==> src/inc/smh_params.svh <==
// Constants for the servo mode select and homing block
`ifndef SMH_PARAMS_SVH
`define SMH_PARAMS_SVH

// ----------------------------------------------------------------
// Widths
// ----------------------------------------------------------------
`define SMH_DW 32
`define SMH_SETW 4
`define SMH_METHW 8

// ----------------------------------------------------------------
// Operating-mode setting codes
// ----------------------------------------------------------------
`define SMH_SET_INDEX 4'h0
`define SMH_SET_PULSE 4'h1
`define SMH_SET_VEL 4'h2
`define SMH_SET_TORQUE 4'h3
`define SMH_SET_PULSE_INDEX 4'h4
`define SMH_SET_PULSE_VEL 4'h5
`define SMH_SET_PULSE_TORQUE 4'h6
`define SMH_SET_VEL_TORQUE 4'h7
`define SMH_SET_INDEX_VEL 4'h8
`define SMH_SET_INDEX_TORQUE 4'h9

// ----------------------------------------------------------------
// Homing method codes (signed byte)
// ----------------------------------------------------------------
`define SMH_HM_NEG_LIMIT 8'h01
`define SMH_HM_POS_LIMIT 8'h02
`define SMH_HM_FWD_FIRST 8'h07
`define SMH_HM_FWD_LAST 8'h0A
`define SMH_HM_REV_FIRST 8'h0B
`define SMH_HM_REV_LAST 8'h0E
`define SMH_HM_FWD_HOME_ONLY 8'h18
`define SMH_HM_HERE 8'h23

// ----------------------------------------------------------------
// Timing
// ----------------------------------------------------------------
`define SMH_CLK_HZ 200000000
`define SMH_RAMP_TICK_US 1000
`define SMH_US_PER_S 1000000
`define SMH_RAMP_CYCLES (`SMH_CLK_HZ / `SMH_US_PER_S * `SMH_RAMP_TICK_US)
`define SMH_TICKS_PER_S (`SMH_US_PER_S / `SMH_RAMP_TICK_US)

// ----------------------------------------------------------------
// Reset values
// ----------------------------------------------------------------
`define SMH_RST_WORD 32'h0000_0000

`endif

==> src/inc/smh_pkg.sv <==
// Types for the servo mode select and homing block
`include "smh_params.svh"

package smh_pkg;

	typedef enum logic [3:0] {
		SMH_OP_INDEX = 4'b0001,
		SMH_OP_PULSE = 4'b0010,
		SMH_OP_VEL = 4'b0100,
		SMH_OP_TORQUE = 4'b1000
	} smh_op_e;

	typedef enum logic [2:0] {
		SMH_HS_IDLE = 3'b001,
		SMH_HS_SEARCH = 3'b010,
		SMH_HS_CREEP = 3'b100
	} smh_hst_e;

	typedef struct packed {
		logic supported;
		logic no_motion;
		logic start_fwd;
		logic rev_on_limit;
		logic trig_limit;
		logic need_index;
	} smh_hcfg_s;

	typedef struct packed {
		smh_op_e op_mode;
		logic mode_err;
		smh_hst_e hst;
		smh_hcfg_s cfg;
		logic dir_fwd;
		logic [`SMH_DW-1:0] speed;
		logic [`SMH_DW-1:0] target;
		logic [`SMH_DW-1:0] step;
		logic [`SMH_DW-1:0] zero_speed;
		logic [`SMH_DW-1:0] tick_cnt;
		logic busy;
		logic done;
		logic err;
		logic preset_vld;
		logic [`SMH_DW-1:0] preset_val;
		logic start_d;
		logic idx_d;
		logic plim_d;
		logic nlim_d;
		logic zero_spd;
	} smh_state_s;

endpackage

==> src/rtl/smh_sync.sv <==
// Two-stage synchroniser for asynchronous pin inputs
`timescale 1ns/1ps

module smh_sync #(
	parameter int WIDTH = 1
) (
	input wire logic sys_clk,
	input wire logic sys_rst,
	input wire logic [WIDTH-1:0] pin_in,
	output logic [WIDTH-1:0] sync_out
);

	typedef struct packed {
		logic [WIDTH-1:0] meta;
		logic [WIDTH-1:0] stable;
	} smh_sync_s;

	smh_sync_s s_r;
	smh_sync_s s_nxt;

	// First stage feeds only the second stage
	always_comb begin
		s_nxt = s_r;
		s_nxt.meta = pin_in;
		s_nxt.stable = s_r.meta;
	end

	always_ff @(posedge sys_clk) begin
		if (sys_rst) begin
			s_r <= '0;
		end else begin
			s_r <= s_nxt;
		end
	end

	assign sync_out = s_r.stable;

endmodule

==> src/rtl/smh_top.sv <==
// Operating-mode selection and homing sequencer of the servo drive
//
// How it works
// RULE1: Settings 0..3 select indexing, pulse, velocity or torque as a fixed mode.
// RULE2: Setting 4: pulse position with mode input off, indexing position with it on.
// RULE3: Setting 5: pulse position by default, velocity when mode input asserted.
// RULE4: Setting 6: pulse position basic, torque while mode input on.
// RULE5: Setting 7: velocity basic, torque while mode input on.
// RULE6: Setting 8: indexing position by default, velocity when mode input asserted.
// RULE7: Setting 9: indexing position basic, torque while mode input on.
// RULE8: After reset a dual setting starts basic, alternate only on mode input.
// RULE9: A home offset places machine zero where the actual position reads zero.
// RULE10: Homing starts only on start input while zero-speed output is high.
// RULE11: Homing velocities, acceleration, offset and method are used in the sequence.
// RULE12: The stored homing-method code picks the homing behaviour.
// RULE13: Method 1: reverse, negative limit then index pulse.
// RULE14: Method 2: forward, positive limit then index pulse.
// RULE15: Methods 7..10: forward, home switch and index; positive limit reverses.
// RULE16: Methods 11..14: reverse, home switch and index; negative limit reverses.
// RULE17: Method 24: forward, home switch alone; positive limit reverses.
// RULE18: Method 1 turns forward at zero-search speed on the limit, stops at index.
// RULE19: Method 35 takes the present position as home without motion.
// RULE20: Settings 0..3 ignore the mode input.
`timescale 1ns/1ps
`include "smh_params.svh"

module smh_top
	import smh_pkg::*;
#(
	parameter int RAMP_CYCLES = `SMH_RAMP_CYCLES
) (
	input wire logic sys_clk,
	input wire logic sys_rst,
	input wire logic [`SMH_SETW-1:0] operating_mode_setting,
	input wire logic mode_input,
	input wire logic homing_start_input,
	input wire logic positive_limit_input,
	input wire logic negative_limit_input,
	input wire logic home_switch_input,
	input wire logic index_pulse_input,
	input wire logic motor_at_rest,
	input wire logic [`SMH_METHW-1:0] homing_method,
	input wire logic [`SMH_DW-1:0] switch_search_speed,
	input wire logic [`SMH_DW-1:0] zero_search_speed,
	input wire logic [`SMH_DW-1:0] homing_accel,
	input wire logic [`SMH_DW-1:0] home_offset,
	output logic [3:0] op_mode,
	output logic mode_setting_error,
	output logic zero_speed_output,
	output logic homing_busy,
	output logic homing_done,
	output logic homing_error,
	output logic homing_dir_fwd,
	output logic [`SMH_DW-1:0] homing_speed_cmd,
	output logic position_preset_valid,
	output logic [`SMH_DW-1:0] position_preset_value
);

	// ----------------------------------------------------------------
	// Pin synchronisers
	// ----------------------------------------------------------------
	logic [5:0] pins_s;
	logic mode_s;
	logic start_s;
	logic plim_s;
	logic nlim_s;
	logic home_s;
	logic idx_s;

	smh_sync #(
		.WIDTH(6)
	) u_sync (
		.sys_clk(sys_clk),
		.sys_rst(sys_rst),
		.pin_in({mode_input, homing_start_input, positive_limit_input,
			negative_limit_input, home_switch_input, index_pulse_input}),
		.sync_out(pins_s)
	);

	assign {mode_s, start_s, plim_s, nlim_s, home_s, idx_s} = pins_s;

	// ----------------------------------------------------------------
	// Decoders
	// ----------------------------------------------------------------
	// Returns {valid, mode}; unknown settings report invalid
	function automatic logic [4:0] pick_mode(input logic [`SMH_SETW-1:0] set, input logic alt);
		smh_op_e m;
		logic ok;
		m = SMH_OP_PULSE;
		ok = 1'b1;
		case (set)
			`SMH_SET_INDEX: m = SMH_OP_INDEX; // RULE1 RULE20
			`SMH_SET_PULSE: m = SMH_OP_PULSE; // RULE1 RULE20
			`SMH_SET_VEL: m = SMH_OP_VEL; // RULE1 RULE20
			`SMH_SET_TORQUE: m = SMH_OP_TORQUE; // RULE1 RULE20
			`SMH_SET_PULSE_INDEX: m = alt ? SMH_OP_INDEX : SMH_OP_PULSE; // RULE2
			`SMH_SET_PULSE_VEL: m = alt ? SMH_OP_VEL : SMH_OP_PULSE; // RULE3
			`SMH_SET_PULSE_TORQUE: m = alt ? SMH_OP_TORQUE : SMH_OP_PULSE; // RULE4
			`SMH_SET_VEL_TORQUE: m = alt ? SMH_OP_TORQUE : SMH_OP_VEL; // RULE5
			`SMH_SET_INDEX_VEL: m = alt ? SMH_OP_VEL : SMH_OP_INDEX; // RULE6
			`SMH_SET_INDEX_TORQUE: m = alt ? SMH_OP_TORQUE : SMH_OP_INDEX; // RULE7
			default: ok = 1'b0;
		endcase
		return {ok, m};
	endfunction

	function automatic smh_hcfg_s decode_method(input logic [`SMH_METHW-1:0] hm);
		smh_hcfg_s c;
		c = '0;
		c.supported = 1'b1;
		if (hm == `SMH_HM_NEG_LIMIT) begin
			c.trig_limit = 1'b1; // RULE13
			c.need_index = 1'b1;
		end else if (hm == `SMH_HM_POS_LIMIT) begin
			c.start_fwd = 1'b1; // RULE14
			c.trig_limit = 1'b1;
			c.need_index = 1'b1;
		end else if (hm >= `SMH_HM_FWD_FIRST && hm <= `SMH_HM_FWD_LAST) begin
			c.start_fwd = 1'b1; // RULE15
			c.rev_on_limit = 1'b1;
			c.need_index = 1'b1;
		end else if (hm >= `SMH_HM_REV_FIRST && hm <= `SMH_HM_REV_LAST) begin
			c.rev_on_limit = 1'b1; // RULE16
			c.need_index = 1'b1;
		end else if (hm == `SMH_HM_FWD_HOME_ONLY) begin
			c.start_fwd = 1'b1; // RULE17
			c.rev_on_limit = 1'b1;
		end else if (hm == `SMH_HM_HERE) begin
			c.no_motion = 1'b1; // RULE19
		end else begin
			c.supported = 1'b0;
		end
		return c;
	endfunction

	// ----------------------------------------------------------------
	// State
	// ----------------------------------------------------------------
	smh_state_s s_r;
	smh_state_s s_nxt;
	logic [4:0] mode_pick;
	logic start_rise;
	logic idx_rise;
	logic travel_lim;
	logic travel_lim_rise;
	logic ramp_tick;

	assign mode_pick = pick_mode(operating_mode_setting, mode_s);
	assign start_rise = start_s & ~s_r.start_d;
	assign idx_rise = idx_s & ~s_r.idx_d;
	assign travel_lim = s_r.dir_fwd ? plim_s : nlim_s;
	assign travel_lim_rise = s_r.dir_fwd ? (plim_s & ~s_r.plim_d) : (nlim_s & ~s_r.nlim_d);
	assign ramp_tick = (s_r.tick_cnt == `SMH_DW'(RAMP_CYCLES - 1));

	always_comb begin
		s_nxt = s_r;
		s_nxt.done = 1'b0;
		s_nxt.preset_vld = 1'b0;
		s_nxt.start_d = start_s;
		s_nxt.idx_d = idx_s;
		s_nxt.plim_d = plim_s;
		s_nxt.nlim_d = nlim_s;
		s_nxt.zero_spd = motor_at_rest;
		s_nxt.tick_cnt = ramp_tick ? '0 : s_r.tick_cnt + 1'b1;

		// Unknown setting keeps the last good mode rather than jumping
		s_nxt.mode_err = ~mode_pick[4];
		if (mode_pick[4]) begin
			s_nxt.op_mode = smh_op_e'(mode_pick[3:0]); // RULE8
		end

		// Speed ramp toward target, one step per tick
		if (ramp_tick) begin // RULE11
			if (s_r.speed < s_r.target) begin
				s_nxt.speed = (s_r.target - s_r.speed > s_r.step) ?
					s_r.speed + s_r.step : s_r.target;
			end else if (s_r.speed > s_r.target) begin
				s_nxt.speed = (s_r.speed - s_r.target > s_r.step) ?
					s_r.speed - s_r.step : s_r.target;
			end
		end

		unique case (s_r.hst)
			SMH_HS_IDLE: begin
				s_nxt.speed = '0;
				s_nxt.target = '0;
				s_nxt.busy = 1'b0;
				if (start_rise && s_r.zero_spd) begin // RULE10
					s_nxt.cfg = decode_method(homing_method); // RULE12
					s_nxt.err = 1'b0;
					s_nxt.preset_val = home_offset; // RULE9
					if (!s_nxt.cfg.supported) begin
						s_nxt.err = 1'b1;
					end else if (s_nxt.cfg.no_motion) begin
						s_nxt.preset_vld = 1'b1; // RULE19
						s_nxt.done = 1'b1;
					end else begin
						s_nxt.busy = 1'b1;
						s_nxt.dir_fwd = s_nxt.cfg.start_fwd;
						s_nxt.target = switch_search_speed; // RULE11 RULE18
						s_nxt.zero_speed = zero_search_speed;
						s_nxt.step = `SMH_DW'(homing_accel / `SMH_TICKS_PER_S);
						s_nxt.hst = SMH_HS_SEARCH;
					end
				end
			end
			SMH_HS_SEARCH: begin
				if (s_r.cfg.trig_limit) begin
					if (travel_lim) begin
						s_nxt.dir_fwd = ~s_r.dir_fwd; // RULE13 RULE14 RULE18
						s_nxt.target = s_r.zero_speed;
						s_nxt.hst = SMH_HS_CREEP;
					end
				end else if (home_s) begin
					if (s_r.cfg.need_index) begin
						s_nxt.target = s_r.zero_speed; // RULE15 RULE16
						s_nxt.hst = SMH_HS_CREEP;
					end else begin
						s_nxt.preset_vld = 1'b1; // RULE17
						s_nxt.done = 1'b1;
						s_nxt.busy = 1'b0;
						s_nxt.hst = SMH_HS_IDLE;
					end
				end else if (s_r.cfg.rev_on_limit && travel_lim_rise) begin
					s_nxt.dir_fwd = ~s_r.dir_fwd; // RULE15 RULE16 RULE17
				end
			end
			SMH_HS_CREEP: begin
				if (idx_rise) begin
					s_nxt.preset_vld = 1'b1; // RULE18
					s_nxt.done = 1'b1;
					s_nxt.busy = 1'b0;
					s_nxt.hst = SMH_HS_IDLE;
				end
			end
			default: begin
				s_nxt.hst = SMH_HS_IDLE;
				s_nxt.busy = 1'b0;
			end
		endcase
	end

	always_ff @(posedge sys_clk) begin
		if (sys_rst) begin
			s_r <= '0;
			s_r.op_mode <= SMH_OP_PULSE;
			s_r.hst <= SMH_HS_IDLE;
			s_r.dir_fwd <= 1'b1;
		end else begin
			s_r <= s_nxt;
		end
	end

	// ----------------------------------------------------------------
	// Outputs
	// ----------------------------------------------------------------
	assign op_mode = s_r.op_mode;
	assign mode_setting_error = s_r.mode_err;
	assign zero_speed_output = s_r.zero_spd;
	assign homing_busy = s_r.busy;
	assign homing_done = s_r.done;
	assign homing_error = s_r.err;
	assign homing_dir_fwd = s_r.dir_fwd;
	assign homing_speed_cmd = s_r.speed;
	assign position_preset_valid = s_r.preset_vld;
	assign position_preset_value = s_r.preset_val;

	// ----------------------------------------------------------------
	// Checks
	// ----------------------------------------------------------------
	chk_fixed_torque: assert property (@(posedge sys_clk) disable iff (sys_rst) // RULE1
		operating_mode_setting == `SMH_SET_TORQUE |=> op_mode == SMH_OP_TORQUE)
		else $error("Fixed torque setting did not give torque mode");
	chk_fixed_ignores_in: assert property (@(posedge sys_clk) disable iff (sys_rst) // RULE20
		operating_mode_setting == `SMH_SET_INDEX && $changed(mode_s) |=> op_mode == SMH_OP_INDEX)
		else $error("Mode input changed a fixed mode");
	chk_pulse_index_pair: assert property (@(posedge sys_clk) disable iff (sys_rst) // RULE2
		operating_mode_setting == `SMH_SET_PULSE_INDEX |=>
		op_mode == ($past(mode_s) ? SMH_OP_INDEX : SMH_OP_PULSE))
		else $error("Setting 4 mode wrong");
	chk_vel_torque_pair: assert property (@(posedge sys_clk) disable iff (sys_rst) // RULE5
		operating_mode_setting == `SMH_SET_VEL_TORQUE && !mode_s |=> op_mode == SMH_OP_VEL)
		else $error("Setting 7 left velocity without mode input");
	chk_index_torque_alt: assert property (@(posedge sys_clk) disable iff (sys_rst) // RULE7
		operating_mode_setting == `SMH_SET_INDEX_TORQUE && mode_s |=> op_mode == SMH_OP_TORQUE)
		else $error("Setting 9 alternate not torque");
	chk_start_gate: assert property (@(posedge sys_clk) disable iff (sys_rst) // RULE10
		$rose(homing_busy) |-> $past(zero_speed_output) && $past(start_s))
		else $error("Homing began without start and zero speed");
	chk_here_no_motion: assert property (@(posedge sys_clk) disable iff (sys_rst) // RULE19
		s_r.hst == SMH_HS_IDLE && start_rise && s_r.zero_spd && homing_method == `SMH_HM_HERE
		|=> position_preset_valid && !homing_busy && homing_speed_cmd == '0)
		else $error("Method 35 did not preset at once");
	chk_limit_turns: assert property (@(posedge sys_clk) disable iff (sys_rst) // RULE18
		s_r.hst == SMH_HS_SEARCH && s_r.cfg.trig_limit && travel_lim
		|=> homing_dir_fwd != $past(homing_dir_fwd) && s_r.hst == SMH_HS_CREEP)
		else $error("Limit did not turn the search");
	chk_index_stops: assert property (@(posedge sys_clk) disable iff (sys_rst) // RULE13
		s_r.hst == SMH_HS_CREEP && idx_rise
		|=> homing_done && position_preset_valid ##1 !homing_done && !homing_busy)
		else $error("Index pulse did not finish homing");
	chk_preset_offset: assert property (@(posedge sys_clk) disable iff (sys_rst) // RULE9
		s_r.hst == SMH_HS_IDLE && start_rise && s_r.zero_spd
		|=> position_preset_value == $past(home_offset))
		else $error("Preset value lost the home offset");

	cov_dual_switch: cover property (@(posedge sys_clk) disable iff (sys_rst)
		operating_mode_setting == `SMH_SET_PULSE_VEL && $rose(mode_s) ##1 op_mode == SMH_OP_VEL);
	cov_home_limit: cover property (@(posedge sys_clk) disable iff (sys_rst)
		s_r.hst == SMH_HS_CREEP ##[1:1000] homing_done);
	cov_home_reverse: cover property (@(posedge sys_clk) disable iff (sys_rst)
		s_r.hst == SMH_HS_SEARCH && s_r.cfg.rev_on_limit && travel_lim_rise);
	cov_bad_method: cover property (@(posedge sys_clk) disable iff (sys_rst) $rose(homing_error));

endmodule

==> config.mk <==
export PLATFORM = sky130hd
export DESIGN_NAME = smh_top
export DESIGN_NICKNAME = d
export VERILOG_FILES = /design/src/inc/smh_pkg.sv /design/src/rtl/smh_sync.sv /design/src/rtl/smh_top.sv
export VERILOG_INCLUDE_DIRS = /design/src /design/src/inc
export SDC_FILE = /design/constraint.sdc
export NUM_CORES = 1
export LEC_CHECK = 0
export BUFFER_PORTS_ARGS = -buffer_cell sky130_fd_sc_hd__buf_2
export CAP_MARGIN = 20
export CORE_ASPECT_RATIO = 0.8
export CORE_MARGIN = 5
export CORE_UTILIZATION = 45
export CTS_CLUSTER_DIAMETER = 120
export CTS_CLUSTER_SIZE = 8
export DETAILED_ROUTE_END_ITERATION = 8
export RECOVER_POWER = 100
export SYNTH_ARGS = -nofsm -noshare
export SYNTH_HDL_FRONTEND = slang
export SYNTH_HIERARCHICAL = 1
export SYNTH_SLANG_ARGS = --single-unit
==> constraint.sdc <==
create_clock -name sys_clk -period 16.75 [get_ports sys_clk]
set_clock_uncertainty 0.05 [all_clocks]
set_input_delay 1.675 -clock sys_clk [delete_from_list [all_inputs] [get_ports sys_clk]]
set_output_delay 1.675 -clock sys_clk [all_outputs]
set_load 0.05 [all_outputs]
==> impl.org <==
** Outcome
- Outcome :: finished, violations left
- Violations in the final reports :: capacitance limit, slew limit

** Critical path
- Most numerous cell on the critical path :: buf_4
- Slowest-stage cell, CP :: or4_1
- Data on the critical path is required at its endpoint by 17.17 ns.
- STA puts the critical path data arrival time at approximately 16 ns.
- STA classifies the critical path startpoint as a primary input.
- Kind of capture point of the worst setup path :: flip-flop
- Setup CP Type :: in -> reg
- Largest fanout on the critical path :: 14
- The kind of cell with the highest combined delay along the critical path is compound AO/OA/AOI/OAI gates.
- The critical path contains buffers and inverters numbering 7 combined.
- Worst stage delay on the critical path :: roughly 0.60 ns

** Global route
- Number of antenna violations at the first check in global routing :: 0
- Global routing usage on met2 :: 0.380
- The number of global-route vias before repair is between 20000 and 25000.
- For this run, global-route usage on met3 was measured as 0.0261.
- In this run the most used layer during global routing was met2.
- Global route overflow :: 0
- In the global route stage, overall resource usage came out at 0.238.
- Met1 track utilization from global routing :: 0.350
- Pin count of the biggest net entering global routing :: between 60 and 70
- The first global-routing pass estimated about 110000 um of wire.

** Synthesis
- Largest cells by area after synthesis :: dfxtp_1 (19%), ha_1 (8.7%), a21oi_1 (5.8%)
- The biggest area contributor in the post-synthesis netlist is dfxtp_1.
- Average footprint of a synthesized cell :: between 7 and 8 um2
- Cell count after synthesis :: approximately 3100
- Counting flops with a built-in enable in the synthesized netlist gives 0.
- Yosys mapped the design onto about 130 distinct sky130hd cell types.
- Yosys printed 6 warnings.
- Number of synthesized register bits :: around 220
- Share of the yosys chip area belonging to registers :: 0.192
- Fraction of synthesized cell area taken by the top area cell type :: 0.192
- Most common flop cell mapped by yosys :: dfxtp_1
- Synth async-reset ratio :: 0
- Netlist area before placement :: roughly 22000 um2
- The number of nets handed over by synthesis was 3376.

** Detailed routing
- Initial drt markers :: between 2000 and 2500
- Number of remaining DRC errors :: 0
- Via density :: between 5 and 6
- Post-detailed-routing wire length :: between 60000 and 70000 um
- Drt first pass iters :: 5
- Total via count in the routed design :: 22700
- The count of nets left with antenna violations once routing finished came out at 0.
- In the final routed layout, each cell accounts on average for about 18 um.

** Floorplan
- Effective utilization at floorplan :: 0.453
- Die area :: between 50000 and 60000 um2
- The floorplan step defined a core boundary enclosing 49400 um2.
- Die Span X :: 259 um
- ~220 I/O pins were placed.
- The floorplan has between 70 and 80 rows.
- The floorplan step set the die height to 209 um.

** Layout
- The final layout contains ~3500 nets.
- Fill cell total of the finished layout :: slightly below 5000
- Diodes inserted :: 0
- In the final layout, the share of cells above drive strength 1 is 0.142.
- From synthesis to final layout, the design area changed by 11.0%.
- End-of-flow core utilization :: 0.503
- Final Cell Area :: between 20000 and 25000 um2

** Clock network
- Number of clock sinks :: between 200 and 250
- For the worst-skew pair, the clock arrives at the later sink with an insertion delay of between 0.5 and 0.6 ns.
- H-tree level count :: 1
- TritonCTS built the clock tree.
- Hold repair after CTS inserted 0 buffers.
- Clock transition at the registers of the reported paths :: approximately 0.05 ns
- CTS root buf :: clkbuf_16
- Worst-case clock buffer depth :: 3
- Total clock buffers created by CTS :: 30

** Timing
- For the pin with the worst max-slew slack, the measured transition is 2.98 ns.
- Setup violations remaining at the end of the flow were counted as 0.
- The worst pin sits at a relative slew slack of -1.01.
- The max-slew violation count came to approximately 150.
- Period Utilization, post-route :: 0.957
- Fin crit period :: 16.04 ns
- Number of hold violations in the final report :: 0
- Static timing analysis puts the maximum clock frequency at about 0.062 GHz.

** Placed design
- The count of buffers added on input and output ports is roughly 220.
- At the end of routability-driven placement, the weighted congestion stood at about 0.94.
- The wire-length estimate of the detail-placed layout is ~53000 um.
- The placed instances occupy a cell area of ~24000 um2.

** Flow run
- Number of maximum-capacitance violations :: 5

** Min path
- Type of the worst min-delay path :: reg -> reg
==> through the flow <==
step                      hold WS (ns)  setup TNS (ns)  setup slack, ns  std cells
final                            0.383               0            0.713       3835
after detailed placement         0.376          -0.301           -0.301       3790
after global placement           0.368               0            0.200       3790
after CTS                        0.387               0            0.240       3822
after floorplan                  0.365               0             1.26       3068
after global routing             0.410          -0.114           -0.114       3835
==> cell usage after synthesis (29+ instances only) <==
library cell	number
a211oi_1	76
a21o_1	91
a21oi_1	260
a22oi_1	44
a31oi_1	31
and2_1	30
buf_2	29
buf_4	74
clkbuf_1	144
dfxtp_1	215
ha_1	155
inv_1	143
mux2i_1	36
nand2_1	316
nand3_1	83
nand4_1	42
nor2_1	344
nor2b_1	31
nor3_1	52
o211ai_1	58
o21ai_0	97
xnor2_1	140
xor2_1	51
==> area by class of cell <==
cell class / instances / area, um2 / share of cell area
Clock inverter: 1 / 16.3 / 0.000655
Inverter: 145 / 544 / 0.0219
Timing Repair Buffer: 318 / 1740 / 0.0701
Clock buffer: 31 / 754 / 0.0304
Sequential cell: 215 / 4300 / 0.173
Multi-Input combinational cell: 2450 / 16600 / 0.670
Tap cell: 675 / 845 / 0.0340
==> cell families after synthesis <==
group                    count (synthesis)  synth area share
AO/OA/AOI/OAI                          964             0.303
buffers and inverters                  403            0.0830
XOR/XNOR                               193            0.0762
adder cells (fa/ha/maj)                165            0.0929
AND/OR/NAND/NOR                       1075             0.227
multiplexers                            53            0.0253
flip-flops                             215             0.192
==> sequential cells by signal, indices dropped and copies added (netlist names) <==
name	cells
homing_done	1
homing_error	1
op_mode	4
position_preset_value	32
mode_setting_error	1
u_sync/s_nxt	6
zero_speed_output	1
s_r	129
homing_speed_cmd	32
homing_busy	1
homing_dir_fwd	1
u_sync/sync_out	6
==> metal layers <==
| metal | part of all wire | vias up |
|---|---|---|
| met3 | 0.052 | 81 |
| met4 | 0.019 | 0 |
| li1 | - | 11100 |
| met2 | 0.45 | 684 |
| met1 | 0.48 | 10800 |
| met5 | 0 | - |
==> path summary, 6_finish.rpt <==
check / from / slack (ns) / end / cells past startpoint
max reg2reg: homing_speed_cmd[1]$_SDFFE_PP0P_ / 8.64 / homing_speed_cmd[4]$_SDFFE_PP0P_ / 33
min: u_sync/s_nxt[1]$_SDFF_PP0_ / 0.38 / u_sync/sync_out[1]$_SDFF_PP0_ / 1
min reg2reg: u_sync/s_nxt[1]$_SDFF_PP0_ / 0.38 / u_sync/sync_out[1]$_SDFF_PP0_ / 1
max: homing_accel[27] / 0.71 / s_r[105]$_SDFFE_PP0P_ / 59
==> layout by cell type (no fill, tap or decap), types with 15 or more instances in the layout <==
| cell | count |
|---|---|
| clkbuf_1 | 80 |
| nor3_1 | 49 |
| buf_4 | 92 |
| inv_1 | 143 |
| nand4_1 | 42 |
| a22oi_1 | 43 |
| buf_2 | 145 |
| and3_1 | 21 |
| nor2b_1 | 32 |
| nor4_1 | 18 |
| xor2_1 | 51 |
| dfxtp_1 | 215 |
| mux2i_1 | 32 |
| o21ai_1 | 19 |
| nand3_1 | 81 |
| a211oi_1 | 74 |
| nor2_1 | 338 |
| xnor2_1 | 135 |
| o21bai_1 | 24 |
| ha_1 | 155 |
| or2_2 | 15 |
| clkbuf_16 | 30 |
| nand2b_1 | 28 |
| or3_1 | 15 |
| and2_1 | 28 |
| o211ai_1 | 58 |
| a31oi_1 | 27 |
| o22ai_1 | 20 |
| nand2_1 | 314 |
| o21ai_0 | 98 |
| a21o_1 | 89 |
| a21oi_1 | 256 |
| o21a_1 | 22 |
==> timing repair <==
| action | in CTS | in global routing |
|---|---|---|
| endpoints found under the setup margin | 0 | 3 |
| resized for setup | 0 | 73 |
| buffers inserted | 0 | 12 |
| hold endpoints to repair | 0 | 0 |
Power is left out: the tool's default activity adds up to more than one toggle a clock period on the data nets, which glitch-free logic cannot reach.
